**config.mk**
```make
export PLATFORM = sky130hd
export DESIGN_NAME = srh_host
export DESIGN_NICKNAME = d
export VERILOG_FILES = /design/src/design/srh_pkg.sv /design/src/design/srh_host.sv
export SDC_FILE = /design/constraint.sdc
export NUM_CORES = 1
export LEC_CHECK = 0
export BUFFER_PORTS_ARGS = -buffer_cell sky130_fd_sc_hd__buf_2
export CORE_MARGIN = 2
export CORE_UTILIZATION = 25
export CTS_CLUSTER_SIZE = 10
export DETAILED_ROUTE_END_ITERATION = 12
export GPL_TIMING_DRIVEN = 0
export PLACE_DENSITY = 0.53
export SYNTH_ARGS = -nofsm -noshare
export SYNTH_HDL_FRONTEND = slang
export SYNTH_SLANG_ARGS = --single-unit
```
**constraint.sdc**
```tcl
create_clock -name mclk_in -period 3.1 [get_ports mclk_in]
set_clock_uncertainty 0.05 [all_clocks]
set_input_delay 0.155 -clock mclk_in [delete_from_list [all_inputs] [get_ports mclk_in]]
set_output_delay 0.155 -clock mclk_in [all_outputs]
set_load 0.01 [all_outputs]
```
**src/design/srh_pkg.sv**
```systemverilog
package srh_pkg;
  // ==========================================================
  // geometry
  localparam int ADDR_W = 8;
  localparam int DATA_W = 4;
  // ==========================================================
  // timing, nanoseconds as printed (slowest grade by default)
  localparam int CLK_PERIOD_NS = 4;
  localparam int READ_CYCLE_NS = 450;
  localparam int WRITE_CYCLE_NS = 270;
  localparam int WRITE_PULSE_NS = 250;
  localparam int DIR_SETUP_NS = 20;
  localparam int ADDR_SETUP_NS = 20;
  localparam int FLOAT_DELAY_NS = 100;
  // least times round up to whole cycles
  localparam int READ_CYCLES = (READ_CYCLE_NS + CLK_PERIOD_NS - 1) / CLK_PERIOD_NS;
  localparam int WRITE_CYCLES = (WRITE_CYCLE_NS + CLK_PERIOD_NS - 1) / CLK_PERIOD_NS;
  localparam int WPULSE_CYCLES = (WRITE_PULSE_NS + CLK_PERIOD_NS - 1) / CLK_PERIOD_NS;
  localparam int DIR_CYCLES = (DIR_SETUP_NS + CLK_PERIOD_NS - 1) / CLK_PERIOD_NS;
  localparam int ASU_CYCLES = (ADDR_SETUP_NS + CLK_PERIOD_NS - 1) / CLK_PERIOD_NS;
  localparam int FLOAT_CYCLES = (FLOAT_DELAY_NS + CLK_PERIOD_NS - 1) / CLK_PERIOD_NS;
  localparam int CNT_W = 8;
  // ==========================================================
  // pins toward the memory
  typedef struct packed {
    logic [ADDR_W-1:0] addr;
    logic write_select;
    logic io_direction_control;
    logic select_low_one;
    logic select_low_two;
  } srh_pins_s;
  typedef enum logic [2:0] {
    SRH_IDLE, SRH_RD, SRH_RFLOAT, SRH_WDIR, SRH_WPULSE, SRH_WREC, SRH_STBY
  } srh_state_e;
endpackage : srh_pkg

```
**src/design/srh_host.sv**
```systemverilog
`timescale 1ns/1ps
// Behaviour
// 256 words of 4 bits, 8-bit address
// write: direction high, write_select low
// read: direction low, write_select high
// deselected device ignores access, floats pins
// device floats within 100 ns of release
// direction high 20 ns before write data
// read cycle spacing and access time
// write cycle and pulse minimum widths
// retention keeps data at low supply
// select_low_one held high during retention
// wait one read cycle after retention
// direction high and write_select high: idle
module srh_host (
  input wire logic mclk_in,
  input wire logic rst_in,
  input wire logic req_valid_in,
  input wire logic req_write_in,
  input wire logic [srh_pkg::ADDR_W-1:0] req_addr_in,
  input wire logic [srh_pkg::DATA_W-1:0] req_wdata_in,
  input wire logic standby_in,
  output logic req_ready_out,
  output logic rd_valid_out,
  output logic [srh_pkg::DATA_W-1:0] rd_data_out,
  output srh_pkg::srh_pins_s pins_out,
  input wire logic [srh_pkg::DATA_W-1:0] data_pin_in,
  output logic [srh_pkg::DATA_W-1:0] data_pin_out,
  output logic data_pin_oe_out
);
  // ==========================================================
  // state
  srh_pkg::srh_state_e state_r; // sequencer
  logic [srh_pkg::CNT_W-1:0] cnt_r; // cycles spent in the phase
  logic [srh_pkg::DATA_W-1:0] wdata_r; // held write word
  // run lengths for the long timing checks, all saturating at their top value
  logic [srh_pkg::CNT_W-1:0] strobe_len_r; // edges seen with write_select low
  logic [srh_pkg::CNT_W-1:0] read_len_r; // edges seen with direction low
  logic [srh_pkg::CNT_W-1:0] quiet_len_r; // edges since direction last went high

  // ==========================================================
  // sequencer; phases end on cycle counts, never on device feedback
  always_ff @(posedge mclk_in or posedge rst_in) begin
    if (rst_in) begin
      state_r <= srh_pkg::SRH_IDLE;
      cnt_r <= '0;
      wdata_r <= '0;
    end else begin
      cnt_r <= cnt_r + 8'h01;
      unique case (state_r)
        srh_pkg::SRH_IDLE: begin
          cnt_r <= '0;
          if (standby_in) begin
            state_r <= srh_pkg::SRH_STBY;
          end else if (req_valid_in) begin
            wdata_r <= req_wdata_in;
            state_r <= req_write_in ? srh_pkg::SRH_WDIR : srh_pkg::SRH_RD;
          end
        end
        srh_pkg::SRH_RD: begin
          // sample at the end of a full read cycle
          if (cnt_r == 8'(srh_pkg::READ_CYCLES - 1)) begin
            cnt_r <= '0;
            state_r <= srh_pkg::SRH_RFLOAT;
          end
        end
        srh_pkg::SRH_RFLOAT: begin
          // give the device its float delay before anyone drives
          if (cnt_r == 8'(srh_pkg::FLOAT_CYCLES - 1)) begin
            state_r <= srh_pkg::SRH_IDLE;
          end
        end
        srh_pkg::SRH_WDIR: begin
          // direction and address settle before data and strobe
          if (cnt_r == 8'(srh_pkg::DIR_CYCLES - 1)) begin
            cnt_r <= '0;
            state_r <= srh_pkg::SRH_WPULSE;
          end
        end
        srh_pkg::SRH_WPULSE: begin
          if (cnt_r == 8'(srh_pkg::WPULSE_CYCLES - 1)) begin
            cnt_r <= '0;
            state_r <= srh_pkg::SRH_WREC;
          end
        end
        srh_pkg::SRH_WREC: begin
          // pad so strobe pulse plus recovery last the write cycle time
          if (cnt_r == 8'(srh_pkg::WRITE_CYCLES - srh_pkg::WPULSE_CYCLES - 1)) begin
            state_r <= srh_pkg::SRH_IDLE;
          end
        end
        srh_pkg::SRH_STBY: begin
          // recovery: stay deselected one read cycle after wake
          if (standby_in) begin
            cnt_r <= '0;
          end else if (cnt_r == 8'(srh_pkg::READ_CYCLES - 1)) begin
            state_r <= srh_pkg::SRH_IDLE;
          end
        end
        default: state_r <= srh_pkg::SRH_IDLE;
      endcase
    end
  end

  // ==========================================================
  // pin drive, registered from the current state: pins trail the sequencer by one cycle, except the address, loaded at the same edge as the request
  always_ff @(posedge mclk_in or posedge rst_in) begin
    if (rst_in) begin
      pins_out <= '{addr: '0, write_select: 1'b1, io_direction_control: 1'b1,
                    select_low_one: 1'b1, select_low_two: 1'b1};
      data_pin_out <= '0;
      data_pin_oe_out <= 1'b0;
    end else begin
      // idle default: deselected, write_select high, direction high
      pins_out.write_select <= 1'b1;
      pins_out.io_direction_control <= 1'b1;
      pins_out.select_low_one <= 1'b1;
      pins_out.select_low_two <= 1'b1;
      data_pin_oe_out <= 1'b0;
      if (state_r == srh_pkg::SRH_IDLE && req_valid_in && !standby_in) begin
        pins_out.addr <= req_addr_in;
      end
      unique case (state_r)
        srh_pkg::SRH_RD: begin
          // read: direction low, write_select high
          pins_out.io_direction_control <= 1'b0;
          pins_out.select_low_one <= 1'b0;
          pins_out.select_low_two <= 1'b0;
        end
        srh_pkg::SRH_WDIR, srh_pkg::SRH_WPULSE, srh_pkg::SRH_WREC: begin
          pins_out.select_low_one <= 1'b0;
          pins_out.select_low_two <= 1'b0;
          // strobe and data only after the direction setup
          pins_out.write_select <= !(state_r == srh_pkg::SRH_WPULSE);
          data_pin_oe_out <= (state_r != srh_pkg::SRH_WDIR);
          data_pin_out <= wdata_r;
        end
        default: begin
        end
      endcase
    end
  end

  // ==========================================================
  // answers to the user side
  always_ff @(posedge mclk_in or posedge rst_in) begin
    if (rst_in) begin
      req_ready_out <= 1'b0;
      rd_valid_out <= 1'b0;
      rd_data_out <= '0;
    end else begin
      req_ready_out <= 1'b0;
      rd_valid_out <= 1'b0;
      if (state_r == srh_pkg::SRH_IDLE && req_valid_in && !standby_in) begin
        req_ready_out <= 1'b1;
      end
      if (state_r == srh_pkg::SRH_RD && cnt_r == 8'(srh_pkg::READ_CYCLES - 1)) begin
        rd_valid_out <= 1'b1;
        rd_data_out <= data_pin_in;
      end
    end
  end

  // ==========================================================
  // checks
  a_write_dir_setup: assert property (@(posedge mclk_in) disable iff (rst_in)
    $rose(data_pin_oe_out) |-> pins_out.io_direction_control
      && $past(pins_out.io_direction_control))
    else $error("write data driven without direction setup");
  a_no_contention: assert property (@(posedge mclk_in) disable iff (rst_in)
    data_pin_oe_out |-> pins_out.io_direction_control)
    else $error("host drives while device may drive");
  a_read_pins: assert property (@(posedge mclk_in) disable iff (rst_in)
    !pins_out.io_direction_control |-> pins_out.write_select
      && !pins_out.select_low_one)
    else $error("read pins inconsistent");
  a_write_strobe_dir: assert property (@(posedge mclk_in) disable iff (rst_in)
    !pins_out.write_select |-> pins_out.io_direction_control && data_pin_oe_out)
    else $error("write strobe without input direction");
  a_write_pulse_len: assert property (@(posedge mclk_in) disable iff (rst_in)
    $fell(pins_out.write_select) |-> !pins_out.write_select [*8])
    else $error("write pulse too short");
  a_read_spacing: assert property (@(posedge mclk_in) disable iff (rst_in)
    $fell(pins_out.io_direction_control) |-> !pins_out.io_direction_control [*8])
    else $error("read cycle too short");
  a_float_gap: assert property (@(posedge mclk_in) disable iff (rst_in)
    $rose(pins_out.io_direction_control) |-> !data_pin_oe_out [*8])
    else $error("drive before device float delay");
  a_standby_desel: assert property (@(posedge mclk_in) disable iff (rst_in)
    state_r == srh_pkg::SRH_STBY |=> pins_out.select_low_one)
    else $error("select asserted in retention");
  a_wake_wait: assert property (@(posedge mclk_in) disable iff (rst_in)
    $fell(standby_in) && state_r == srh_pkg::SRH_STBY |-> !req_ready_out [*8])
    else $error("access too soon after retention");

  // ==========================================================
  // run-length counters for checks longer than a repetition can span
  // write pulse length so far; saturates rather than wrapping to a short count
  always_ff @(posedge mclk_in or posedge rst_in) begin
    if (rst_in) begin
      strobe_len_r <= '0;
    end else if (pins_out.write_select) begin
      strobe_len_r <= '0; // strobe idle
    end else if (strobe_len_r != '1) begin
      strobe_len_r <= strobe_len_r + 8'h01; // strobe still low
    end
  end

  // how long the device has been asked to drive in the current read
  always_ff @(posedge mclk_in or posedge rst_in) begin
    if (rst_in) begin
      read_len_r <= '0;
    end else if (pins_out.io_direction_control) begin
      read_len_r <= '0; // pins are inputs
    end else if (read_len_r != '1) begin
      read_len_r <= read_len_r + 8'h01; // read still open
    end
  end

  // time since the last read let go; starts saturated since no read precedes reset
  always_ff @(posedge mclk_in or posedge rst_in) begin
    if (rst_in) begin
      quiet_len_r <= '1;
    end else if (!pins_out.io_direction_control) begin
      quiet_len_r <= '0; // device may be driving
    end else if (quiet_len_r != '1) begin
      quiet_len_r <= quiet_len_r + 8'h01; // device floating out
    end
  end

  a_strobe_width: assert property (@(posedge mclk_in) disable iff (rst_in)
    $rose(pins_out.write_select) |-> strobe_len_r >= 8'(srh_pkg::WPULSE_CYCLES))
    else $error("write pulse shorter than its minimum");
  a_read_access: assert property (@(posedge mclk_in) disable iff (rst_in)
    rd_valid_out |-> read_len_r >= 8'(srh_pkg::READ_CYCLES - 1))
    else $error("read word taken before access time");
  a_float_wait: assert property (@(posedge mclk_in) disable iff (rst_in)
    $rose(data_pin_oe_out) |-> quiet_len_r >= 8'(srh_pkg::FLOAT_CYCLES))
    else $error("host drives before the device has let go");
endmodule : srh_host

```
Yosys cells after proc, flatten, opt, wreduce, memory -nomap -nowiden
Index checks and enable logic that the tools add are counted.
Storage, ports and cells
  register bits: 38
  logic and storage cells: 66
  output and inout bits: 23
  input port bits: 21
Cells by class
  bitwise logic cells: 1
  eq/ne operators: 19
  reduce and logical (&&, ||, !) cells: 10
  add/sub/neg operators: 1
  mux-type cells: 22
Operators by type and width (count)
  $pmux 8 s5: 1
  $mux 8: 4
  $mux 3: 9
  $pmux 3 s7: 1
  $ne 2x2->1 const B: 7
  $eq 3x3->1 const B: 3
  $add 8x1->8 const B: 1
  $eq 8x3->1 const B: 1
  $eq 8x5->1 const B: 1
  $eq 8x6->1 const B: 1
  $eq 8x7->1 const B: 1
  $reduce_and 8->1: 1
  $eq 3x2->1 const B: 2
  $mux 1: 5
  $mux 2: 2
  $reduce_or 4->1: 1
  $eq 3x1->1 const B: 1
  $logic_and 1x1->1: 3
  $logic_not 3->1: 1
  $ne 3x2->1 const B: 1
  $ne 3x3->1 const B: 1
  $reduce_and 3->1: 1
  $reduce_or 3->1: 1
  $logic_not 1->1: 2
  $not 1->1: 1

Longest topological paths before layout
Gate-level depths: netlist of the first run.
  depth after elaboration: 4
  gate-level depth with buffers: 8
  mapped depth without buffers: 7

Worst setup path after synthesis of the first run
OpenSTA, ideal clock, no wires.
  path kind: register to register
  start: reg cnt_r[0] (netlist bit)
  end: reg state_r[0]
  library setup time: 0.125 ns
  arrival time: 1.657 ns
  buffers on the path: 0
  path slack: 1.268 ns
  data required time: 2.925 ns
  period minus slack after synthesis: 1.832 ns
  cell stages (with the launch flop): 8
  cells stage by stage: dfrtp_1 -> inv_1 -> ha_1 -> nor4b_1 -> nand3_1 -> a31oi_1 -> nand3_1 -> mux2_2
Between the ends
  cells in the longest elaborated chain, start to end: 3
  elaborated cells between the ends (all ways): 11
  classes of those cells: eq/ne: 10; reduce/logical: 1
Ends and longest elaborated chain
  from (decl): line srh_host.sv:34  | logic [srh_pkg::CNT_W-1:0] cnt_r;
  from (signal assigned): line srh_host.sv:49  | cnt_r <= cnt_r + 8'h01;
  $eq 8x7->1, or another cell as far along: line srh_host.sv:62, srh_host.sv:96
  $ne 2x2->1 (no source line)
  $reduce_and 8->1 (no source line) (*)
  to (signal assigned): line srh_host.sv:64  | state_r <= srh_pkg::SRH_RFLOAT;
  to (signal assigned): line srh_host.sv:97  | state_r <= srh_pkg::SRH_IDLE;
  to (signal assigned): line srh_host.sv:100  | default: state_r <= srh_pkg::SRH_IDLE;
  to (decl): line srh_host.sv:33  | srh_pkg::srh_state_e state_r;
Mark *: on every way between the ends. The rest lies on a longest branch, timed or not.
A chain may end at the register's enable or synchronous reset.

Worst setup path in the final report of the first run
  start: reg cnt_r[0] (netlist bit)
  end: reg cnt_r[4] (netlist bit)
Between the ends
  cells in the longest elaborated chain, start to end: 3
  elaborated cells between the ends (all ways): 9
  classes of those cells: add/sub: 1; eq/ne: 3; mux: 5
Ends and longest elaborated chain
  $add 8x1->8, or another cell as far along: line srh_host.sv:49
  $mux 8, on equally long branches
  $pmux 8 s5 (*): line srh_host.sv:50  | unique case (state_r)
Marked as above.

==> run metrics, run 1 <==
leakage power=1.09 nW; critical path type=flop to flop; Peak supply drop=0.210 mV; drt total wl=3.50 mm; Initial DRC Count=38; Clock Pin Slew Worst Setup and Hold Paths=70 ps; largest net degree at the start of global routing=38; Comb pwr share=4.7%; Final Max Tran Viols=0; post-synth net total=187; Sequential Power Share=56.9%; Max Cap Viol=0; crit path to=cnt_r[4]; Vias/cell=4.39; CTS tree=done; ys async rst share=100%; Final HPWL DP=2.46 mm; Slew HR=49.0%; Final #Nets=239; routed length per instance=12.0 microns; row count=29; startpoint types=flop; core area=6390 sq um; Cell Chain, Critical Path=inv_1 -> ha_1 -> nor4b_1 -> nand3_1 -> a21oi_1 -> nor2b_1 -> clkbuf_1 -> nor2_1; yosys warns=0; Req. time, crit path=3200 ps; XOR/XNOR share of the synthesized area=3.16%; Adder-Cell Fraction of Synth Area=2.25%; Fin. Hold Viols=0; IO Count=44; RSZ-0062 raised after global routing=false; global route overflow=0; final setup violation count=0; post-synthesis mux area share=7.36%; path depth of the worst reg2reg path=8; DRT antenna net count=0; clk sink count=37; antenna violations before repair=0; status=finished clean; Compound-Gate Fraction of Synth Area=4.36%; Fin Setup TNS=0 ps; CTS H-Tree Depth=2; 1st-pass router iterations=4; GPL Wtd Cong=0.776; unique cell type count in the Yosys netlist=37; post-CTS resize count=0; Post-Syn Area per Cell=10.2 sq um; worst hold-check path type=input port to flop; Post-synth EDFFs=0; final core occ=32.6%; Simple-Gate Fraction of Synth Area=23.0%; pwr/cell area=417 nW/um^2; CP Max Fanout=8; global-route wire length before repair=5.81 mm; largest family of logic cells by synthesized area=simple AND/OR/NAND/NOR gates; Reg-to-Reg End=cnt_r[4]; DIE WIDTH=85.6 microns; vias in the first global route=1,235; Mapped Area=1670 sq um; worst slack at placement=984 ps; detailed-route via count=1,281; maximum root-to-sink buffer count=2; Tcrit/Tclk final=67.7%; Clock Latency Late Sink=280 ps; Final WS setup=1000 ps; Cell Int Power=0.686 mW; DRC=0; Arr. time, crit path=2200 ps; DIE AREA=7330 sq um; layout cell share with drive strength beyond 1=32.6%; FF-to-FF Start=cnt_r[0]; Clk pwr share=38.4%; P_sw=0.183 mW; fmax=476 MHz; Final min period=2100 ps; Worst-Margin Slew=764 ps; CTS root buf=clkbuf_8; initial core utilization=26.1%; area grow syn2layout=25.1%; critical path's slowest cell=dfrtp_1; FF-to-FF setup slack=1000 ps; Setup crit start=cnt_r[0]; cts bufs inserted=5; Worst path max stage delay=440 ps; Synth Flop Type=dfrtp_1; die height=85.6 microns; Crit. End Element=flop; sequential share of the synthesized area=55.8%; post-synthesis cell count=163; switching portion of total power=21.1%; total track usage=10.2%; hold path start=req_wdata_in[0]; PortBufs=43; # diodes=0; hold-critical path depth=3; FF+latch count, synth=37
==> cells in the final DEF, fill, tap and decap left out, drive strengths merged, types with 2 or more instances in the layout <==
cell type and n:
dfrtp 34, a31oi 2, nor2b 2, ha 3, buf 47, dfstp 3, nor2 11, xor2 5
a21oi 3, clkbuf 11, dlygate4sd3 2, nand3 6, nor4 2, mux2 10, inv 8, nand2 42
nor3 5
==> metal layers <==
metal	global-route usage (%)	part of all wire [%]	vias up	wire (microns)
li1	-	-	642	-
met1	14.1	47	600	1650
met2	14.4	45	34	1590
met3	2.50	5.5	5	192
met4	5.63	2.0	0	70
met5	0	0	-	0
==> sequential cells by signal (all words and copies together) (netlist names) <==
register / cells
pins_out: 11
state_r: 3
cnt_r: 8
data_pin_oe_out: 1
req_ready_out: 1
rd_data_out: 4
data_pin_out: 4
rd_valid_out: 1
wdata_r: 4
==> power by group through the flow <==
stage | clock, mW | sequential, mW | combinational, mW
after global routing | 0.376 | 0.495 | 0.0475
after detailed placement | 0 | 0.504 | 0.0406
final | 0.334 | 0.495 | 0.0409
after global placement | 0 | 0.504 | 0.0401
after CTS | 0.354 | 0.495 | 0.0425
after floorplan | 0 | 0.506 | 0.0139
==> area by class of cell <==
cell class | instances | area (sq um)
Buffer | 8 | 37.5
Clock buffer | 7 | 86.3
Fill cell | 665 | 4300
Inverter | 8 | 30.0
Multi-Input combinational cell | 110 | 668
Sequential cell | 37 | 930
Tap cell | 77 | 96.3
Timing Repair Buffer | 45 | 235
==> per-stage QoR <==
stage	hold slack (ps)	area (sq um)	power, mW	std cells
4_1_cts	0.115	2080	0.891	292
3_5_place_dp	299	1980	0.544	283
6_report	14.4	2080	0.869	292
3_3_place_gp	297	1980	0.544	283
5_1_grt	6.49	2080	0.919	292
2_1_floorplan	210	1670	0.520	163
==> cell families after synthesis <==
group / count (synthesis)
XOR/XNOR: 6
multiplexers: 11
buffers and inverters: 16
adder cells (fa/ha/maj): 3
AND/OR/NAND/NOR: 79
AO/OA/AOI/OAI: 11
flip-flops: 37
==> cells in the mapped netlist (2+ instances only) <==
cell type,n,share of area (%)
nor2_1,11,2.5
clkbuf_1,4,0.90
a31oi_1,2,0.75
ha_1,3,2.3
inv_1,8,1.8
dfrtp_1,34,51
nand2_1,42,9.5
a21oi_1,3,0.90
nor2b_1,2,0.75
buf_2,3,0.90
nand3_1,6,1.8
dfstp_2,3,4.7
xor2_1,5,2.6
mux2_2,10,6.8
nor3_1,5,1.5
==> how the worst min path moves through the flow <==
stage / end / slack (ps)
5_1_grt: wdata_r[0] / 6
4_1_cts: wdata_r[0] / 0.1
2_1_floorplan: pins_out[10] / 210
3_5_place_dp: rd_data_out[0] / 300
6_report: wdata_r[0] / 10
3_3_place_gp: pins_out[7] / 300
==> worst max-delay path, delay by kind of cell, from the launching register on <==
family / cells / cell delay (ps)
flops: 1 / 440
simple gates: 4 / 730
fa+ha+maj: 1 / 160
buf+inv: 2 / 410
compound gates: 1 / 190
==> what timing repair did <==
| action | in CTS | in global routing |
|---|---|---|
| buffers inserted | 0 | 0 |
| endpoints found under the hold margin | 35 | 0 |
| hold buffers | 2 | 0 |
Power figures use the tool's default switching activity.
==> inputs of run 2 (changes only) <==
--- a/config.mk
+++ b/config.mk
@@ -5,6 +5,7 @@
 export SDC_FILE = /design/constraint.sdc
 export NUM_CORES = 1
 export LEC_CHECK = 0
+export ABC_AREA = 1
 export BUFFER_PORTS_ARGS = -buffer_cell sky130_fd_sc_hd__buf_2
 export CORE_MARGIN = 2
 export CORE_UTILIZATION = 25
==> constraint.sdc (replaced) <==
create_clock -name mclk_in -period 2.1 [get_ports mclk_in]
set_clock_uncertainty 0.05 [all_clocks]
set_input_delay 0.105 -clock mclk_in [delete_from_list [all_inputs] [get_ports mclk_in]]
set_output_delay 0.105 -clock mclk_in [all_outputs]
set_load 0.01 [all_outputs]
==> run 2 against run 1 <==
  * Clock power rose by 56%
  * Sequential share of layout area fell by 5.4 points
  * Combinational power rose to 29 times the previous value
  * Final cell count rose by 27%
  * Worst hold slack improved by 88 ps
  * Maximum frequency rose by 29%
  * Core utilization rose by 2.0 points
  * Global-route usage barely moved
  * Sequential power rose by 120%
  * Flip-flop and latch count did not move
  * Worst setup slack got worse by 520 ps
  * Final area rose by 14%
  * Critical path type unchanged
==> run metrics, run 2 <==
Post-synth EDFFs=0 (unchanged); GPL Wtd Cong=0.859 (was 0.776); pwr/cell area=1170 nW/um^2 (was 417 nW/um^2); post-synthesis cell count=208 (was 163); Arr. time, crit path=1750 ps (was 2200 ps); Fin Setup TNS=0 ps (unchanged); detailed-route via count=1,469 (was 1,281); CTS H-Tree Depth=2 (unchanged); RSZ-0062 raised after global routing=false (unchanged); largest net degree at the start of global routing=38 (unchanged); GR Layer Usage met2=16.4% (was 14.4%); IO Count=44 (unchanged); 1st-pass router iterations=4 (unchanged); top cell type's share of synthesized area=48.2% (was 51.1%); status=finished clean (unchanged); final setup violation count=0 (unchanged); met1 Use GR=12.6% (was 14.1%); main area contributors after synthesis=dfrtp_1, nand2_1, nor2_1 (was dfrtp_1, nand2_1, mux2_2); unique cell type count in the Yosys netlist=22 (was 37); synth cell count leaders=nand2_1, dfrtp_1, nor2_1 (unchanged); post-CTS resize count=0 (unchanged); Mapped Area=1770 sq um (was 1670 sq um); Worst-Margin Slew=783 ps (was 764 ps); ys async rst share=100% (unchanged); Final HPWL DP=2.61 mm (was 2.46 mm); vias in the first global route=1,325 (was 1,235); GR peak layer=met2 (unchanged); Synth Flop Type=dfrtp_1 (unchanged); antenna violations before repair=0 (unchanged); DRC=0 (unchanged); DIE AREA=7750 sq um (was 7330 sq um); startpoint types=flop (unchanged); routed length per instance=9.94 microns (was 12.0 microns); worst hold-check path type=input port to flop (unchanged); hold-critical path depth=4 (was 3); Largest regs=pins_out: 11 flops, cnt_r: 8 flops (unchanged); register area=930 sq um (unchanged); Clock Latency Late Sink=290 ps (was 280 ps); area grow syn2layout=34.1% (was 25.1%); Final #Nets=299 (was 239); DRT antenna net count=0 (unchanged); cell taking the most area after synthesis=dfrtp_1 (unchanged); Largest Register=pins_out (unchanged); total track usage=10.2% (about the same); fmax=615 MHz (was 476 MHz); met3 usage in global routing=3.49% (was 2.50%); CP Max Fanout=4 (was 8); Crit. End Element=flop (unchanged); CTS tree=done (unchanged); drt total wl=3.70 mm (was 3.50 mm); FF+latch count, synth=37 (unchanged); most frequent cells in the layout=nand2_1, buf_2, dfrtp_1 (was buf_2, nand2_1, dfrtp_1); Clock Pin Slew Worst Setup and Hold Paths=70 ps (about the same); max reg flops=11 (unchanged); Tot Pwr=2.78 mW (was 0.869 mW); Vias/cell=3.95 (was 4.39); cell with the most instances after synthesis=nand2_1 (unchanged); maximum root-to-sink buffer count=2 (unchanged); # diodes=0 (unchanged); Max Cap Viol=0 (unchanged); Req. time, crit path=2230 ps (was 3200 ps); global-route wire length before repair=6.03 mm (was 5.81 mm); row count=30 (was 29); clk sink count=37 (unchanged); initial core utilization=25.8% (was 26.1%); yosys warns=0 (unchanged); DIE WIDTH=88.0 microns (was 85.6 microns); die height=88.0 microns (was 85.6 microns); Tcrit/Tclk final=77.4% (was 67.7%); layout cell share with drive strength beyond 1=31.5% (was 32.6%); cts bufs inserted=5 (unchanged); Initial DRC Count=44 (was 38); Fin. Hold Viols=0 (unchanged); core area=6830 sq um (was 6390 sq um); Final min period=1630 ps (was 2100 ps); Post-Syn Area per Cell=8.49 sq um (was 10.2 sq um); commonest non-fill, non-tap cell in the layout=nand2_1 (was buf_2); Final Max Tran Viols=0 (unchanged); critical path type=flop to flop (unchanged); leakage power=1.21 nW (was 1.09 nW); Peak supply drop=0.339 mV (was 0.210 mV); CTS root buf=clkbuf_8 (unchanged); footprint of the multi-input gates=726 sq um (was 668 sq um); Slew HR=47.7% (was 49.0%); sequential share of the synthesized area=52.7% (was 55.8%); post-synth net total=232 (was 187); Filler cells=704 (was 665); global route overflow=0 (unchanged); PortBufs=43 (unchanged); path depth of the worst reg2reg path=11 (was 8)
-- run 2: cell count changes after synthesis, sizes merged, moves of 4 or more --
cell | previous run | this run
clkbuf | 4 | 0
nand2 | 42 | 81
nand3 | 6 | 14
o21ai | 1 | 6
nor2 | 11 | 32
nor3 | 5 | 0
inv | 8 | 20
mux2 | 10 | 4
-- run 2: timing repair --
| action | in CTS | in global routing |
|---|---|---|
| buffers inserted | 0 | 0 |
| endpoints found under the hold margin | 50 | 0 |
| hold buffers | 17 | 0 |
-- run 2: area by class of cell --
class                   instances  area share (%)
plain buffers                   4            1.32
clock buffers                   6            3.49
clock inverters                 2           0.581
inverters                      21            3.33
multi-input cells             146            30.7
flip-flops and latches         37            39.3
well taps                      96            5.07
repair buffers                 60            16.3
-- run 2: where the power goes --
group          switching, mW  leakage [nW]  total, mW  internal (mW)
sequential             0.129         0.455       1.09          0.957
combinational          0.690         0.703       1.17          0.479
clock                  0.256        0.0512      0.522          0.266
-- run 2: kinds of logic after synthesis --
group / count (synthesis) / share of synthesized area (%)
buffers and inverters: 25 / 6.24
muxes: 4 / 2.55
DFF: 37 / 52.7
AOI/OAI and AO/OA: 7 / 2.41
xor gates and xnor gates: 5 / 2.48
and+or+nand+nor: 127 / 31.5
adders and majority gates: 3 / 2.13
-- run 2: worst max-delay path, cell delays in order (launching register included) --
cell,delay (ps)
dfrtp_1,410
inv_1,90
ha_1,200
inv_1,70
nor2_1,130
nand2_2,90
nand2_1,70
nand2_2,60
nor2_4,130
nand2_2,90
nand2_1,60
nand2_1,50
-- run 2: worst paths after layout --
| check | slack, ps | start | to |
|---|---|---|---|
| hold reg to reg | 430 | pins_out[11] | pins_out[11] |
| setup reg to reg | 470 | cnt_r[0] | state_r[0] |
| max in group asynchronous | 1040 | rst_in | cnt_r[3] |
| min in group asynchronous | 460 | rst_in | data_pin_out[0] |
| setup / recovery | 470 | cnt_r[0] | state_r[0] |
| hold / removal | 100 | req_valid_in | wdata_r[3] |
-- run 2: per-layer routing --
metal	vias up	routed length [microns]
met5	-	0
met4	0	53
met3	6	175
met2	32	1710
met1	662	1760
li1	769	-
-- run 2: stage by stage --
stage / utilization (%) / hold slack (ps) / setup slack (ps) / instances / area [sq um]
after floorplan: - / 165 / 659 / 208 / 1770
after global placement: 30.8 / 250 / 499 / 347 / 2100
after detailed placement: 30.8 / 259 / 467 / 347 / 2100
after CTS: 34.7 / 99.1 / 464 / 372 / 2370
after global routing: 34.7 / 113 / 341 / 372 / 2370
final: 34.7 / 102 / 475 / 372 / 2370
==> inputs of run 3 (changes only) <==
--- a/config.mk
+++ b/config.mk
@@ -5,14 +5,14 @@
 export SDC_FILE = /design/constraint.sdc
 export NUM_CORES = 1
 export LEC_CHECK = 0
-export ABC_AREA = 1
+export ABC_AREA = 0
 export BUFFER_PORTS_ARGS = -buffer_cell sky130_fd_sc_hd__buf_2
 export CORE_MARGIN = 2
 export CORE_UTILIZATION = 25
 export CTS_CLUSTER_SIZE = 10
 export DETAILED_ROUTE_END_ITERATION = 12
 export GPL_TIMING_DRIVEN = 0
-export PLACE_DENSITY = 0.53
+export PLACE_DENSITY = 0.54
 export SYNTH_ARGS = -nofsm -noshare
 export SYNTH_HDL_FRONTEND = slang
 export SYNTH_SLANG_ARGS = --single-unit
==> constraint.sdc (replaced) <==
create_clock -name mclk_in -period 1.4 [get_ports mclk_in]
set_clock_uncertainty 0.05 [all_clocks]
set_input_delay 0.07 -clock mclk_in [delete_from_list [all_inputs] [get_ports mclk_in]]
set_output_delay 0.07 -clock mclk_in [all_outputs]
set_load 0.01 [all_outputs]
==> run 3 against run 2 <==
  * The run now ends with negative setup slack left
  * Maximum frequency fell by 10%
  * Final cell count down 13%
  * Count of clock-buffer cells in the layout unchanged
  * Die area shrank 5.4%
  * Sequential share of layout area fell by 3.4 points
  * Combinational power fell by 89%
  * Total power down 21%
  * Wire length increased by 6.6%
  * First-iteration DRC count increased by 52%
  * Global-route usage rose by 0.46 points
  * Worst hold slack improved by 19 ps
  * Critical path type unchanged
  * Largest cell class unchanged
  * Largest power group is now registers
==> run metrics, run 3 (synthesis results as in run 1) <==
hold path start=req_valid_in (unchanged); leakage power=1.30 nW (was 1.21 nW); cts bufs inserted=5 (unchanged); Clock Latency Late Sink=290 ps (about the same); Final HPWL DP=2.39 mm (was 2.61 mm); DRT antenna net count=0 (unchanged); most frequent cells in the layout=buf_2, nand2_1, dfrtp_1 (was nand2_1, buf_2, dfrtp_1); Max Cap Viol=0 (unchanged); detailed-route via count=1,435 (was 1,469); DIE AREA=7330 sq um (was 7750 sq um); IO Count=44 (unchanged); failing checks=negative setup slack; Sequential Power Share=49.9% (was 39.1%); commonest non-fill, non-tap cell in the layout=buf_2 (was nand2_1); Filler cells=643 (was 704); status=complete, but fails checks (was finished clean); Comb pwr share=5.9% (was 42.1%); hold-critical path depth=4 (unchanged); maximum root-to-sink buffer count=2 (unchanged); Worst-Margin Slew=765 ps (was 783 ps); Fin. Hold Viols=0 (unchanged); # diodes=0 (unchanged); Clock Pin Slew Worst Setup and Hold Paths=80 ps (was 70 ps); critical path type=flop to flop (unchanged); Arr. time, crit path=1940 ps (was 1750 ps); Initial DRC Count=67 (was 44); startpoint types=flop (unchanged); PortBufs=43 (unchanged); P_sw=0.456 mW (was 1.08 mW); area grow syn2layout=55.7% (was 34.1%); core area=6390 sq um (was 6830 sq um); RSZ-0062 raised after global routing=true (was false); final setup violation count=32 (was 0); Tcrit/Tclk final=129% (was 77.4%); DIE WIDTH=85.6 microns (was 88.0 microns); Clk pwr share=44.2% (was 18.8%); Fin Setup TNS=-7550 ps (was 0 ps); pwr/cell area=846 nW/um^2 (was 1170 nW/um^2); layout cell share with drive strength beyond 1=45.3% (was 31.5%); CTS H-Tree Depth=2 (unchanged); Largest Register=pins_out (unchanged); Final WS setup=-411 ps (was 475 ps); max reg flops=11 (unchanged); global-route wire length before repair=6.29 mm (was 6.03 mm); global route overflow=0 (unchanged); 1st-pass router iterations=4 (unchanged); Final min period=1810 ps (was 1630 ps); antenna violations before repair=0 (unchanged); Reg-to-Reg End=state_r[1] (was state_r[0]); path depth of the worst reg2reg path=5 (was 11); Vias/cell=4.43 (was 3.95); Placement Cell Area=2020 sq um (was 2100 sq um); final std cells w/o fill=324 (was 372); CP Max Fanout=3 (was 4); Final #Nets=270 (was 299); die height=85.6 microns (was 88.0 microns); Final Max Tran Viols=0 (unchanged); Crit. End Element=flop (unchanged); switching portion of total power=20.8% (was 38.7%); largest net degree at the start of global routing=38 (unchanged); CTS root buf=clkbuf_8 (unchanged); Tot Pwr=2.19 mW (was 2.78 mW); worst hold-check path type=input port to flop (unchanged); Slew HR=48.9% (was 47.7%); total track usage=10.6% (was 10.2%); initial core utilization=26.1% (was 25.8%); DRC=0 (unchanged); Peak supply drop=0.562 mV (was 0.339 mV); cell area after layout=2590 sq um (was 2370 sq um); clk sink count=37 (unchanged); GPL Wtd Cong=0.742 (was 0.859); vias in the first global route=1,386 (was 1,325); Largest regs=pins_out: 11 flops, cnt_r: 8 flops (unchanged); row count=29 (was 30); placed cells=283 (was 347); CTS tree=done (unchanged); Req. time, crit path=1530 ps (was 2230 ps); FF-to-FF Start=state_r[2] (was cnt_r[0]); FF-to-FF setup slack=-410 ps (was 470 ps); Cell Int Power=1.74 mW (was 1.70 mW); routed length per instance=12.2 microns (was 9.94 microns); drt total wl=3.94 mm (was 3.70 mm); Worst Hold End=pins_out[11] (was wdata_r[3]); fmax=552 MHz (was 615 MHz)
run 3: cell count changes in the layout (fill, tap and decap cells not counted), sizes merged, moves of 3 or more:
cell,delta
nand2,-39
nor2,-21
buf,+18
inv,-12
nand3,-8
mux2,+6
nor3,+5
o21ai,-5
clkinv,-3
run 3: power by group through the flow:
stage / logic, mW / registers (mW) / clock network (mW)
after global routing: 0.145 / 1.10 / 1.04
after CTS: 0.129 / 1.09 / 0.996
after detailed placement: 0.0915 / 1.12 / 0
after floorplan: 0.0309 / 1.12 / 0
after global placement: 0.0901 / 1.11 / 0
final: 0.129 / 1.10 / 0.969
run 3: worst max path at each step:
stage               startpoint             end  slack (ps)  cells past startpoint
global placement      cnt_r[0]  rd_data_out[1]        -570                      5
finish              state_r[2]      state_r[1]        -410                      5
detailed placement    cnt_r[0]  rd_data_out[2]        -590                      5
CTS                   cnt_r[0]      state_r[0]        -370                      7
floorplan             cnt_r[0]      state_r[0]        -340                      7
global route        state_r[2]      state_r[1]        -470                      5
run 3: routing by layer:
layer / routed length [microns] / part of all wire [%] / vias to the layer above / GRT usage [%]
met1: 1810 / 46 / 698 / 13.4
met3: 187 / 4.7 / 0 / 2.98
met5: 0 / 0 / - / 0
met2: 1950 / 49 / 34 / 18.0
met4: 0 / 0 / 0 / 2.60
li1: - / - / 703 / -
run 3: cell type report:
class                      instances  area, sq um  area share [%]
buffer                             8         88.8            3.42
clock buffer                       6         82.6            3.18
clock inverter                     2         37.5            1.45
inverter                           8         32.5            1.25
multi-input combinational        110          801            30.9
sequential                        37          931            35.9
tap                               77         96.3            3.71
timing repair buffer              76          524            20.2
run 3: what timing repair did:
| item | CTS | global route |
|---|---|---|
| hold endpoints to repair | 50 | 0 |
| buffers inserted | 8 | 6 |
| gates resized for setup | 25 | 22 |
| pin swaps | 15 | 8 |
| hold buffers | 17 | 0 |
| gates cloned | 1 | 1 |
| endpoints found under the setup margin | 33 | 33 |
run 3: through the flow:
stage / hold WS [ps] / setup WS (ps) / util (%)
floorplan: 125 / -337 / -
global placement: 212 / -566 / 31.6
detailed placement: 214 / -587 / 31.6
CTS: 91.8 / -373 / 38.6
global route: 157 / -470 / 40.6
finish: 121 / -411 / 40.6
run 3: critical path, stage by stage, from the launching register on:
cell and delay (ps):
dfrtp_1 410, or4_1 540, a21oi_2 210, a31oi_4 50, nand3_2 100, mux2_2 340
